[src/cop_pkg.sv]
package cop_pkg;
  localparam int unsigned CFG_W = 14;
  localparam logic [13:0] CFG_ERASED = 14'h3fff;
  localparam logic [15:0] CFG_WORD_ADDR = 16'h2007;
  localparam logic [15:0] CFG_SPACE_TOP = 16'h3fff;
  localparam int unsigned CFG_CAL_PROT_BIT = 7;
  localparam int unsigned CFG_PROG_HI_BIT = 5;
  localparam int unsigned CFG_PROG_LO_BIT = 4;
  localparam int unsigned CFG_POWERUP_TIMER_N_BIT = 3;
  localparam int unsigned CFG_WDT_BIT = 2;
  localparam int unsigned CFG_OSC_BIT = 0;
  localparam int unsigned ADDR_W = 8;
  localparam logic [7:0] PIN_CTRL_OFS = 8'h9e;
  localparam logic [7:0] CFG_RD_OFS = 8'ha0;
  localparam logic [7:0] STAT_OFS = 8'ha4;
  localparam logic [7:0] PIN_CTRL_RST = 8'h00;
  localparam logic [7:0] PIN_CTRL_WMASK = 8'hfe;
  localparam int unsigned PC_OSC_IN = 0;
  localparam int unsigned PC_OSC_OUT = 1;
  localparam int unsigned PC_CLKOUT = 2;
  localparam int unsigned PC_SMBUS = 3;
  localparam int unsigned PC_PORTSEL = 4;
  localparam int unsigned PC_GND_C = 5;
  localparam int unsigned PC_GND_D = 6;
  localparam int unsigned PC_STRETCH = 7;
  localparam int unsigned CLK_HZ = 25000000;
  localparam int unsigned POWERUP_TIMER_MS = 72;
  localparam int unsigned POWERUP_TIMER_CYC = POWERUP_TIMER_MS * (CLK_HZ / 1000);
  localparam int unsigned OST_CYC = 1024;
  localparam int unsigned INOSC_CYC = 8;
  localparam int unsigned NOMINAL_IN_HZ = 4000000;
  localparam int unsigned CNT_W = 21;
  localparam logic [1:0] DIV4_LAST = 2'h3;
  typedef enum logic [2:0] {COP_CAPTURE, COP_POWERUP_TIMER, COP_OST, COP_INWAIT, COP_RUN}
    cop_state_t;
endpackage

[src/cop_ctrl.sv]
`timescale 1ns/10ps
module cop_ctrl #(
  parameter int unsigned POWERUP_TIMER_CYCLES = cop_pkg::POWERUP_TIMER_CYC,
  parameter int unsigned OST_CYCLES = cop_pkg::OST_CYC
) (
  input wire logic core_clk,
  input wire logic rst_n,
  input wire logic clk_en,
  input wire logic [cop_pkg::CFG_W-1:0] cfg_word,
  input wire logic wake_pulse,
  input wire logic osc_in_level,
  input wire logic osc_in_edge,
  input wire logic rx_buf_full,
  input wire logic [cop_pkg::ADDR_W-1:0] avs_address,
  input wire logic avs_read,
  input wire logic avs_write,
  input wire logic [31:0] avs_writedata,
  output logic [31:0] avs_readdata,
  output logic avs_waitrequest,
  output logic chip_reset_hold,
  output logic watchdog_enable,
  output logic calib_space_protect,
  output logic program_space_protect,
  output logic high_speed_crystal_mode,
  output logic osc_out_level,
  output logic pushbutton_irq_req,
  output logic serial_clk_hold_low,
  output logic serial_port_pin_select,
  output logic smbus_thresholds,
  output logic port_c_ground_select,
  output logic port_d_ground_select
);
  import cop_pkg::*;

  cop_state_t state_r, state_nxt;
  logic [CFG_W-1:0] cfg_r, cfg_nxt;
  logic [CNT_W-1:0] cnt_r, cnt_nxt;
  logic [7:0] pc_r, pc_nxt;
  logic [1:0] div_r, div_nxt;
  logic osc_prev_r, osc_prev_nxt;
  logic ack_r, ack_nxt;
  logic wait_r, wait_nxt;
  logic [31:0] rd_r, rd_nxt;
  logic hold_r, hold_nxt;
  logic [10:0] outs_r, outs_nxt;
  logic in_mode;

  assign in_mode = cfg_r[CFG_OSC_BIT];

  // Start-up sequencer: capture strap, then timers
  always_comb begin
    state_nxt = state_r;
    cfg_nxt = cfg_r;
    cnt_nxt = cnt_r;
    hold_nxt = hold_r;
    osc_prev_nxt = osc_in_level;
    case (state_r)
      COP_CAPTURE: begin
        cfg_nxt = cfg_word;
        cnt_nxt = '0;
        if (!cfg_word[CFG_POWERUP_TIMER_N_BIT]) begin
          state_nxt = COP_POWERUP_TIMER;
        end else if (!cfg_word[CFG_OSC_BIT]) begin
          state_nxt = COP_OST;
        end else begin
          state_nxt = COP_INWAIT;
        end
      end
      COP_POWERUP_TIMER: begin
        cnt_nxt = cnt_r + 1'b1;
        if (cnt_r == CNT_W'(POWERUP_TIMER_CYCLES - 1)) begin
          cnt_nxt = '0;
          state_nxt = in_mode ? COP_INWAIT : COP_OST;
        end
      end
      COP_OST: begin
        // Counts rising edges on the first oscillator pin
        if (osc_in_level && !osc_prev_r) begin
          cnt_nxt = cnt_r + 1'b1;
          if (cnt_r == CNT_W'(OST_CYCLES - 1)) begin
            cnt_nxt = '0;
            state_nxt = COP_RUN;
          end
        end
      end
      COP_INWAIT: begin
        cnt_nxt = cnt_r + 1'b1;
        if (cnt_r == CNT_W'(INOSC_CYC - 1)) begin
          cnt_nxt = '0;
          state_nxt = COP_RUN;
        end
      end
      COP_RUN: begin
        if (wake_pulse && in_mode) begin
          cnt_nxt = '0;
          state_nxt = COP_INWAIT;
        end
      end
      default: state_nxt = COP_CAPTURE;
    endcase
    hold_nxt = (state_nxt != COP_RUN);
  end

  always_ff @(posedge core_clk or negedge rst_n) begin
    if (!rst_n) begin
      state_r <= COP_CAPTURE;
      cfg_r <= CFG_ERASED;
      cnt_r <= '0;
      hold_r <= 1'b1;
      osc_prev_r <= 1'b0;
    end else if (clk_en) begin
      state_r <= state_nxt;
      cfg_r <= cfg_nxt;
      cnt_r <= cnt_nxt;
      hold_r <= hold_nxt;
      osc_prev_r <= osc_prev_nxt;
    end
  end

  // Register slave: one wait cycle, then acknowledge
  always_comb begin
    pc_nxt = pc_r;
    ack_nxt = 1'b0;
    rd_nxt = rd_r;
    if ((avs_read || avs_write) && !ack_r) begin
      ack_nxt = 1'b1;
      rd_nxt = '0;
      if (avs_read) begin
        case (avs_address)
          PIN_CTRL_OFS: begin
            rd_nxt[7:1] = pc_r[7:1];
            rd_nxt[PC_OSC_IN] = in_mode & osc_in_level;
          end
          CFG_RD_OFS: rd_nxt[CFG_W-1:0] = cfg_r;
          STAT_OFS: rd_nxt[2:0] = state_r;
          default: rd_nxt = '0;
        endcase
      end
    end
    // Write lands at the edge where the master sees waitrequest low
    if (avs_write && ack_r && avs_address == PIN_CTRL_OFS) begin
      pc_nxt = (pc_r & ~PIN_CTRL_WMASK) | (avs_writedata[7:0] & PIN_CTRL_WMASK);
    end
    wait_nxt = !ack_nxt;
  end

  always_ff @(posedge core_clk or negedge rst_n) begin
    if (!rst_n) begin
      pc_r <= PIN_CTRL_RST;
      ack_r <= 1'b0;
      wait_r <= 1'b1;
      rd_r <= '0;
    end else if (clk_en) begin
      pc_r <= pc_nxt;
      ack_r <= ack_nxt;
      wait_r <= wait_nxt;
      rd_r <= rd_nxt;
    end
  end

  assign avs_waitrequest = wait_r;
  assign avs_readdata = rd_r;

  // Pin and decode outputs, all registered
  always_comb begin
    div_nxt = div_r + 1'b1;
    outs_nxt[0] = cfg_r[CFG_WDT_BIT];
    outs_nxt[1] = !cfg_r[CFG_CAL_PROT_BIT];
    outs_nxt[2] = !(cfg_r[CFG_PROG_HI_BIT] && cfg_r[CFG_PROG_LO_BIT]);
    outs_nxt[3] = !in_mode;
    // Internal clock divided by four, or the latch; held low in crystal mode
    if (!in_mode) begin
      outs_nxt[4] = 1'b0;
    end else if (pc_r[PC_CLKOUT]) begin
      outs_nxt[4] = div_r[1];
    end else begin
      outs_nxt[4] = pc_r[PC_OSC_OUT];
    end
    outs_nxt[5] = in_mode && osc_in_edge && !hold_r;
    outs_nxt[6] = pc_r[PC_STRETCH] && rx_buf_full;
    outs_nxt[7] = pc_r[PC_PORTSEL];
    outs_nxt[8] = pc_r[PC_SMBUS];
    outs_nxt[9] = pc_r[PC_GND_C];
    outs_nxt[10] = pc_r[PC_GND_D];
  end

  always_ff @(posedge core_clk or negedge rst_n) begin
    if (!rst_n) begin
      div_r <= '0;
      outs_r <= '0;
    end else if (clk_en) begin
      div_r <= div_nxt;
      outs_r <= outs_nxt;
    end
  end

  assign chip_reset_hold = hold_r;
  assign watchdog_enable = outs_r[0];
  assign calib_space_protect = outs_r[1];
  assign program_space_protect = outs_r[2];
  assign high_speed_crystal_mode = outs_r[3];
  assign osc_out_level = outs_r[4];
  assign pushbutton_irq_req = outs_r[5];
  assign serial_clk_hold_low = outs_r[6];
  assign serial_port_pin_select = outs_r[7];
  assign smbus_thresholds = outs_r[8];
  assign port_c_ground_select = outs_r[9];
  assign port_d_ground_select = outs_r[10];
endmodule // cop_ctrl

[config.mk]
export PLATFORM = sky130hd
export DESIGN_NAME = cop_ctrl
export DESIGN_NICKNAME = d
export VERILOG_FILES = /design/src/cop_pkg.sv /design/src/cop_ctrl.sv
export SDC_FILE = /design/constraint.sdc
export NUM_CORES = 1
export LEC_CHECK = 0
export ABC_AREA = 0
export ABC_CLOCK_PERIOD_IN_PS = 2050
export BUFFER_PORTS_ARGS = -buffer_cell sky130_fd_sc_hd__buf_2
export CORE_MARGIN = 3
export CORE_UTILIZATION = 35
export CTS_CLUSTER_DIAMETER = 200
export CTS_CLUSTER_SIZE = 30
export DETAILED_ROUTE_END_ITERATION = 10
export MAX_ROUTING_LAYER = met4
export PLACE_DENSITY = 0.61
export SLEW_MARGIN = 20
export SYNTH_ARGS = -nofsm -noshare
export SYNTH_HDL_FRONTEND = slang
export SYNTH_SLANG_ARGS = --single-unit
[constraint.sdc]
create_clock -name core_clk -period 2.05 [get_ports core_clk]
set_input_delay 0.3075 -clock core_clk [delete_from_list [all_inputs] [get_ports core_clk]]
set_output_delay 0.3075 -clock core_clk [all_outputs]
set_load 0.1 [all_outputs]
==> metrics.yaml, run 1 <==
tightest_slew_ns: 0.527
die_w_um: 112
finalPower_uw: 4870
vias: 3069
diodes: 0
cp_common_cell: "a21oi_2"
gp_congestion: 0.900
synth_top_area_share_pct: 38.4
crit_family: "simple AND/OR/NAND/NOR gates"
grt_pass1_vias: 3055
grt_pass1_wl_um: 15100
synth_area_mm2: 0.00392
timing.rr.start: "cnt_r[5]$_DFFE_PN0P_"
min_path_type: "input pin to flop"
drive_gt1_share_pct: 46.9
ys_seq_area_share_pct: 49.1
netSwitchingPower_uw: 1740
clk_pin_slew_ns: 0.08
yosys.cell_types.count: 59
synthCells: 350
synth_edf_count: 0
drv_cap: 0
yosys.area.top_type: "dfrtp_1"
cp_data_arrival_time_ns: 2.27
synthSimpleGateAreaFrac_pct: 18.2
ys_ff_latch: 76
fillCellCount: 966
slew_headroom_pct: 64.9
worstSetupPathType: "flop to flop"
synth_warnings: 0
whs_endpoint: "pc_r[4]$_DFFE_PN0P_"
rows: 37
clock_sinks: 76
avgSynthCellArea_um2: 11.2
cell_internal_pwr_uw: 3130
period_needed_ns: 2.03
fin_util_pct: 46.9
vias_per_cell: 5.12
whs_path_depth: 2
synth_mux_area_share_pct: 9.04
finalClockSkew_ns: 0.00622
overflow: 0
grt_usage_pct: 15.2
wl_per_cell_um: 15.5
worstPathCellList: "or4_4 -> nor4_4 -> a21oi_2 -> a211oi_4 -> buf_4 -> buf_16 -> a21oi_2"
hpwl_um: 6680
synth.area.top_cells: "dfrtp_1 (38%), dfstp_2 (11%), mux2_2 (7.8%)"
hold_viol: 0
cts_buffer_depth: 2
core_area_mm2: 0.0106
synthXorXnorAreaFrac_pct: 3.80
htreeDepth: 3
seq_area_mm2: 0.00192
drc: 0
tritoncts: "done"
nets: 522
setup_violations: 0
sw_frac_of_total_pct: 35.8
ant_nets: 0
cts_root_buffer: "clkbuf_8"
reg2reg_depth: 7
wirelength_um: 9300
p_seq_share_pct: 41.1
design_area_mm2: 0.00498
dpl_cell_area_mm2: 0.00462
combinationalPowerShare_pct: 31.9
syn2layout_area_growth_pct: 27.1
synthAdderAreaFrac_pct: 0.320
fin_crit_sh_pct: 99.0
synth-compound-area-share_pct: 13.4
finalMaxSlewViolations: 0
initial_core_util_pct: 36.9
path_buf_inv: 2
power_leakage_uw: 0.00226
required_ns: 2.29
grt_start_max_net_pins: 40
synth_most_common_cell: "dfrtp_1"
pin_count: 108
r2r_setup_slack_ns: 0.02
antenna_found_initial: 0
crit_path_start_kind: "flop"
slowest_stage: "or4_4"
holdWs_ns: 0.181
slowest_delay_ns: 0.55
firstDrtPassIters: 4
power_density_mw_per_mm2: 980
die_h_um: 112
die_area_mm2: 0.0125
max_freq_mhz: 493
numPortBuffers: 64
ys.flop_type: "dfrtp_1"
synth_top_family_by_area: "simple AND/OR/NAND/NOR gates"
synth-async-reset-ratio_pct: 100
pwr-share-clk_pct: 26.9
netlist_top_cells_count: "dfrtp_1 (60), nand2_1 (38), mux2_2 (27)"
clk_latency_ns: 0.35
worst-path-max-fanout: 10
status: "finished, final reports clean"
numCtsBuffers: 9
worstHoldStart: "avs_writedata[4]"
drt_iter0_markers: 89
rsz0062_at_grt: "yes"
finalSetupTns_ns: 0
worst_setup_path_end_kind: "flop"
ir_drop_v: 0.000611
r2r-end: "cnt_r[1]$_DFFE_PN0P_"
multi_input_area_mm2: 0.00187
==> metrics by stage <==
stage / setup slack [ns] / std cells
floorplan: 0.102 / 367
global placement: -0.0374 / 575
detailed placement: -0.0653 / 575
CTS: 0.00374 / 596
global route: -0.0524 / 599
finish: 0.0198 / 599
==> kinds of logic (layout without fill, tap and decap cells) <==
kind of cell | after synthesis | after routing
muxes | 32 | 32
adders and majority gates | 1 | 1
other | 1 | 18
buffers and inverters | 38 | 134
xor gates and xnor gates | 17 | 17
and+or+nand+nor | 118 | 118
DFF | 76 | 76
AOI/OAI and AO/OA | 67 | 67
==> sequential cells by signal, indices dropped and copies added, names as in the netlist <==
register         cells
chip_reset_hold      1
pc_r                 7
div_r                2
osc_prev_r           1
avs_readdata        14
cfg_r               14
ack_r                1
avs_waitrequest      1
state_r              3
outs_r              11
cnt_r               21
==> routing by layer <==
layer	routed length, um	share of wire [%]	track usage [%]
met1	4150	45	19.8
met2	4300	46	22.9
met3	631	6.8	4.24
met4	214	2.3	5.43
met5	0	0	-
==> timing repair <==
action,CTS,global route
buffers inserted,3,2
gates resized for setup,3,5
gates cloned,1,1
pin swaps,4,1
hold endpoints to repair,26,0
hold buffers,1,0
setup endpoints to repair,22,24
==> worst max path at each step <==
| stage | start | cells past startpoint | end | slack (ns) |
|---|---|---|---|---|
| 2_1_floorplan | cnt_r[20]$_DFFE_PN0P_ | 6 | cnt_r[11]$_DFFE_PN0P_ | 0.10 |
| 5_1_grt | cnt_r[5]$_DFFE_PN0P_ | 7 | cnt_r[2]$_DFFE_PN0P_ | -0.05 |
| 3_3_place_gp | cnt_r[20]$_DFFE_PN0P_ | 6 | state_r[1]$_DFFE_PN0P_ | -0.04 |
| 6_report | cnt_r[5]$_DFFE_PN0P_ | 7 | cnt_r[1]$_DFFE_PN0P_ | 0.02 |
| 4_1_cts | cnt_r[10]$_DFFE_PN0P_ | 7 | cnt_r[16]$_DFFE_PN0P_ | 0.004 |
| 3_5_place_dp | cnt_r[20]$_DFFE_PN0P_ | 6 | state_r[1]$_DFFE_PN0P_ | -0.07 |
==> power by group through the flow <==
| stage | Sequential, uW | Clock (uW) | Combinational [uW] |
|---|---|---|---|
| 3_3_place_gp | 2020 | 0 | 1370 |
| 5_1_grt | 2050 | 1420 | 1660 |
| 4_1_cts | 2010 | 1350 | 1500 |
| 6_report | 2000 | 1310 | 1560 |
| 2_1_floorplan | 2290 | 0 | 795 |
| 3_5_place_dp | 2030 | 0 | 1390 |
==> layout by cell type (no fill, tap or decap), drive strengths merged, types with 2 or more instances in the layout <==
cell	count
and4	2
xor2	7
dfrtp	60
nand2b	6
mux2	27
a22o	6
and3	3
or3	3
a21oi	29
mux2i	5
o21ai	9
nand2	38
and2	2
nand3	14
nor4b	2
nor4	9
nor3b	2
buf	112
o211ai	2
conb	18
nor3	9
nand4	7
nor2b	3
a31oi	3
clkbuf	11
a22oi	6
or4	4
nor2	10
inv	6
a211oi	4
clkinv	2
xnor2	10
bufinv	2
dfstp	16
==> layout make-up <==
type,instances,share of cell area [%]
Tap cell,136,3.42
Timing Repair Buffer,114,15.6
Sequential cell,76,38.6
Inverter,4,0.302
Clock inverter,6,1.91
Clock buffer,10,2.56
Multi-Input combinational cell,253,37.6
No activity file was read; power rests on OpenSTA's default activity.
==> run 2, diff against run 1 <==
Settings changed: CELL_PAD_IN_SITES_DETAIL_PLACEMENT from default to 0, CELL_PAD_IN_SITES_GLOBAL_PLACEMENT from default to 1, PLACE_DENSITY 0.61 to 0.75.
==> run 2 against run 1 <==
Cell area is 1.6% lower. Sequential power barely moved. The run now ends with setup timing left. Critical endpoint is now cnt_r[10]$_DFFE_PN0P_. Clock skew grew 0.0045 ns. First-iteration DRC count up 30%. Maximum frequency shrank 1.8%. Critical path type unchanged. Count of clock-buffer cells in the layout grew 1. Setup slack lost 0.036 ns. Highest routed layer unchanged.
==> metrics.yaml, run 2 (synthesis results as in run 1) <==
status: "finished with violations"
violations: "setup timing"
pin_count: 108
htreeDepth: 3
drt_iter0_markers: 116
cts_root_buffer: "clkbuf_8"
firstDrtPassIters: 4
ir_drop_v: 0.000742
top_register: "cnt_r"
diodes: 0
slowest_delay_ns: 0.57
nets: 515
path_buf_inv: 1
gp_congestion: 0.826
grt_pass1_wl_um: 15000
core_area_mm2: 0.0106
overflow: 0
finalSetupTns_ns: -0.0280
fin_crit_sh_pct: 101
clk_latency_ns: 0.34
max_freq_mhz: 484
slew_headroom_pct: 64.4
wirelength_um: 9120
final_cell_mix: "buf_2 (63), dfrtp_1 (60), buf_4 (40), nand2_1 (38), mux2_2 (27)"
fin_util_pct: 46.2
fin_ws_ns: -0.0166
initial_core_util_pct: 36.9
worstSetupPathType: "flop to flop"
worst_setup_path_end_kind: "flop"
tritoncts: "done"
clk_pin_slew_ns: 0.09
power_density_mw_per_mm2: 989
worstPathCellList: "or4_4 -> nor4_4 -> a21oi_2 -> a211oi_4 -> buf_12 -> a211oi_1"
crit_path_start_kind: "flop"
hold_viol: 0
period_needed_ns: 2.07
largest_reg_flops: 21
crit_family: "simple AND/OR/NAND/NOR gates"
die_area_mm2: 0.0125
vias: 3005
clock_sinks: 76
power_leakage_uw: 0.00223
syn2layout_area_growth_pct: 25.0
ant_nets: 0
required_ns: 2.27
tightest_slew_ns: 0.534
rsz0062_at_grt: "yes"
rows: 37
layout_commonest_cell: "buf_2"
setup_violations: 4
grt_start_max_net_pins: 40
finalClockSkew_ns: 0.0107
drc: 0
hpwl_um: 6850
design_area_mm2: 0.00489
antenna_found_initial: 0
dpl_cell_area_mm2: 0.00462
cp_data_arrival_time_ns: 2.29
slowest_stage: "or4_4"
vias_per_cell: 5.08
finalMaxSlewViolations: 0
post_cts_buffers: 0
die_h_um: 112
grt_pass1_vias: 3014
dp_slack_ns: -0.0333
drv_cap: 0
worst-path-max-fanout: 21
drive_gt1_share_pct: 45.4
cts_buffer_depth: 2
holdWs_ns: 0.189
die_w_um: 112
min_path_type: "input pin to flop"
grt_usage_pct: 15.1
numCtsBuffers: 9
wl_per_cell_um: 15.4
numPortBuffers: 64
## run 2: worst register-to-register path: cells and delay by family (launching register included)
kind                   cells  cell delay, ns
buffers and inverters      1            0.23
AOI/OAI and AO/OA          3            0.43
and+or+nand+nor            2            0.91
DFF                        1            0.38
## run 2: final timing paths
path | slack [ns] | end | cells past startpoint | from
worst max register to register | -0.02 | cnt_r[10]$_DFFE_PN0P_ | 6 | cnt_r[20]$_DFFE_PN0P_
min in group asynchronous | 0.49 | cnt_r[17]$_DFFE_PN0P_ | 2 | rst_n
worst min register to register | 0.47 | div_r[0]$_DFFE_PN0P_ | 1 | div_r[0]$_DFFE_PN0P_
worst min-delay path | 0.19 | pc_r[3]$_DFFE_PN0P_ | 2 | avs_writedata[3]
worst max-delay path | -0.02 | cnt_r[10]$_DFFE_PN0P_ | 6 | cnt_r[20]$_DFFE_PN0P_
max in group asynchronous | 0.91 | avs_waitrequest$_DFFE_PN1P_ | 3 | rst_n
## run 2: final cells by class
| type | count | area (um^2) |
|---|---|---|
| fillers | 985 | 5710 |
| flip-flops and latches | 76 | 1920 |
| multi-input cells | 253 | 1840 |
| repair buffers | 107 | 686 |
| well taps | 136 | 170 |
| clock buffers | 11 | 151 |
| clock inverters | 5 | 108 |
| inverters | 4 | 15.0 |
## run 2: repair_timing
item                                    CTS  global route
gates resized for setup                   0             1
cloned                                    0             0
endpoints found under the setup margin   21            25
pin swaps                                 5             0
hold buffers                              1             0
hold endpoints to repair                 36             0
## run 2: routing by layer
layer	GRT usage, %	up-vias	part of all wire (%)
met2	25.3	69	50
met1	18.5	1488	44
met3	3.70	10	4.8
met5	-	-	0
met4	3.65	0	1.0
li1	-	1438	-
## run 2: stage by stage
stage	total power, uW	std cells
global placement	3400	575
CTS	4900	592
detailed placement	3440	575
floorplan	3090	367
finish	4840	592
global route	5070	592
## run 2: power by group
group          internal, uW  leakage [uW]  switching [uW]
registers              1850      0.000979             158
logic                   460       0.00112             927
clock network           880      0.000130             569
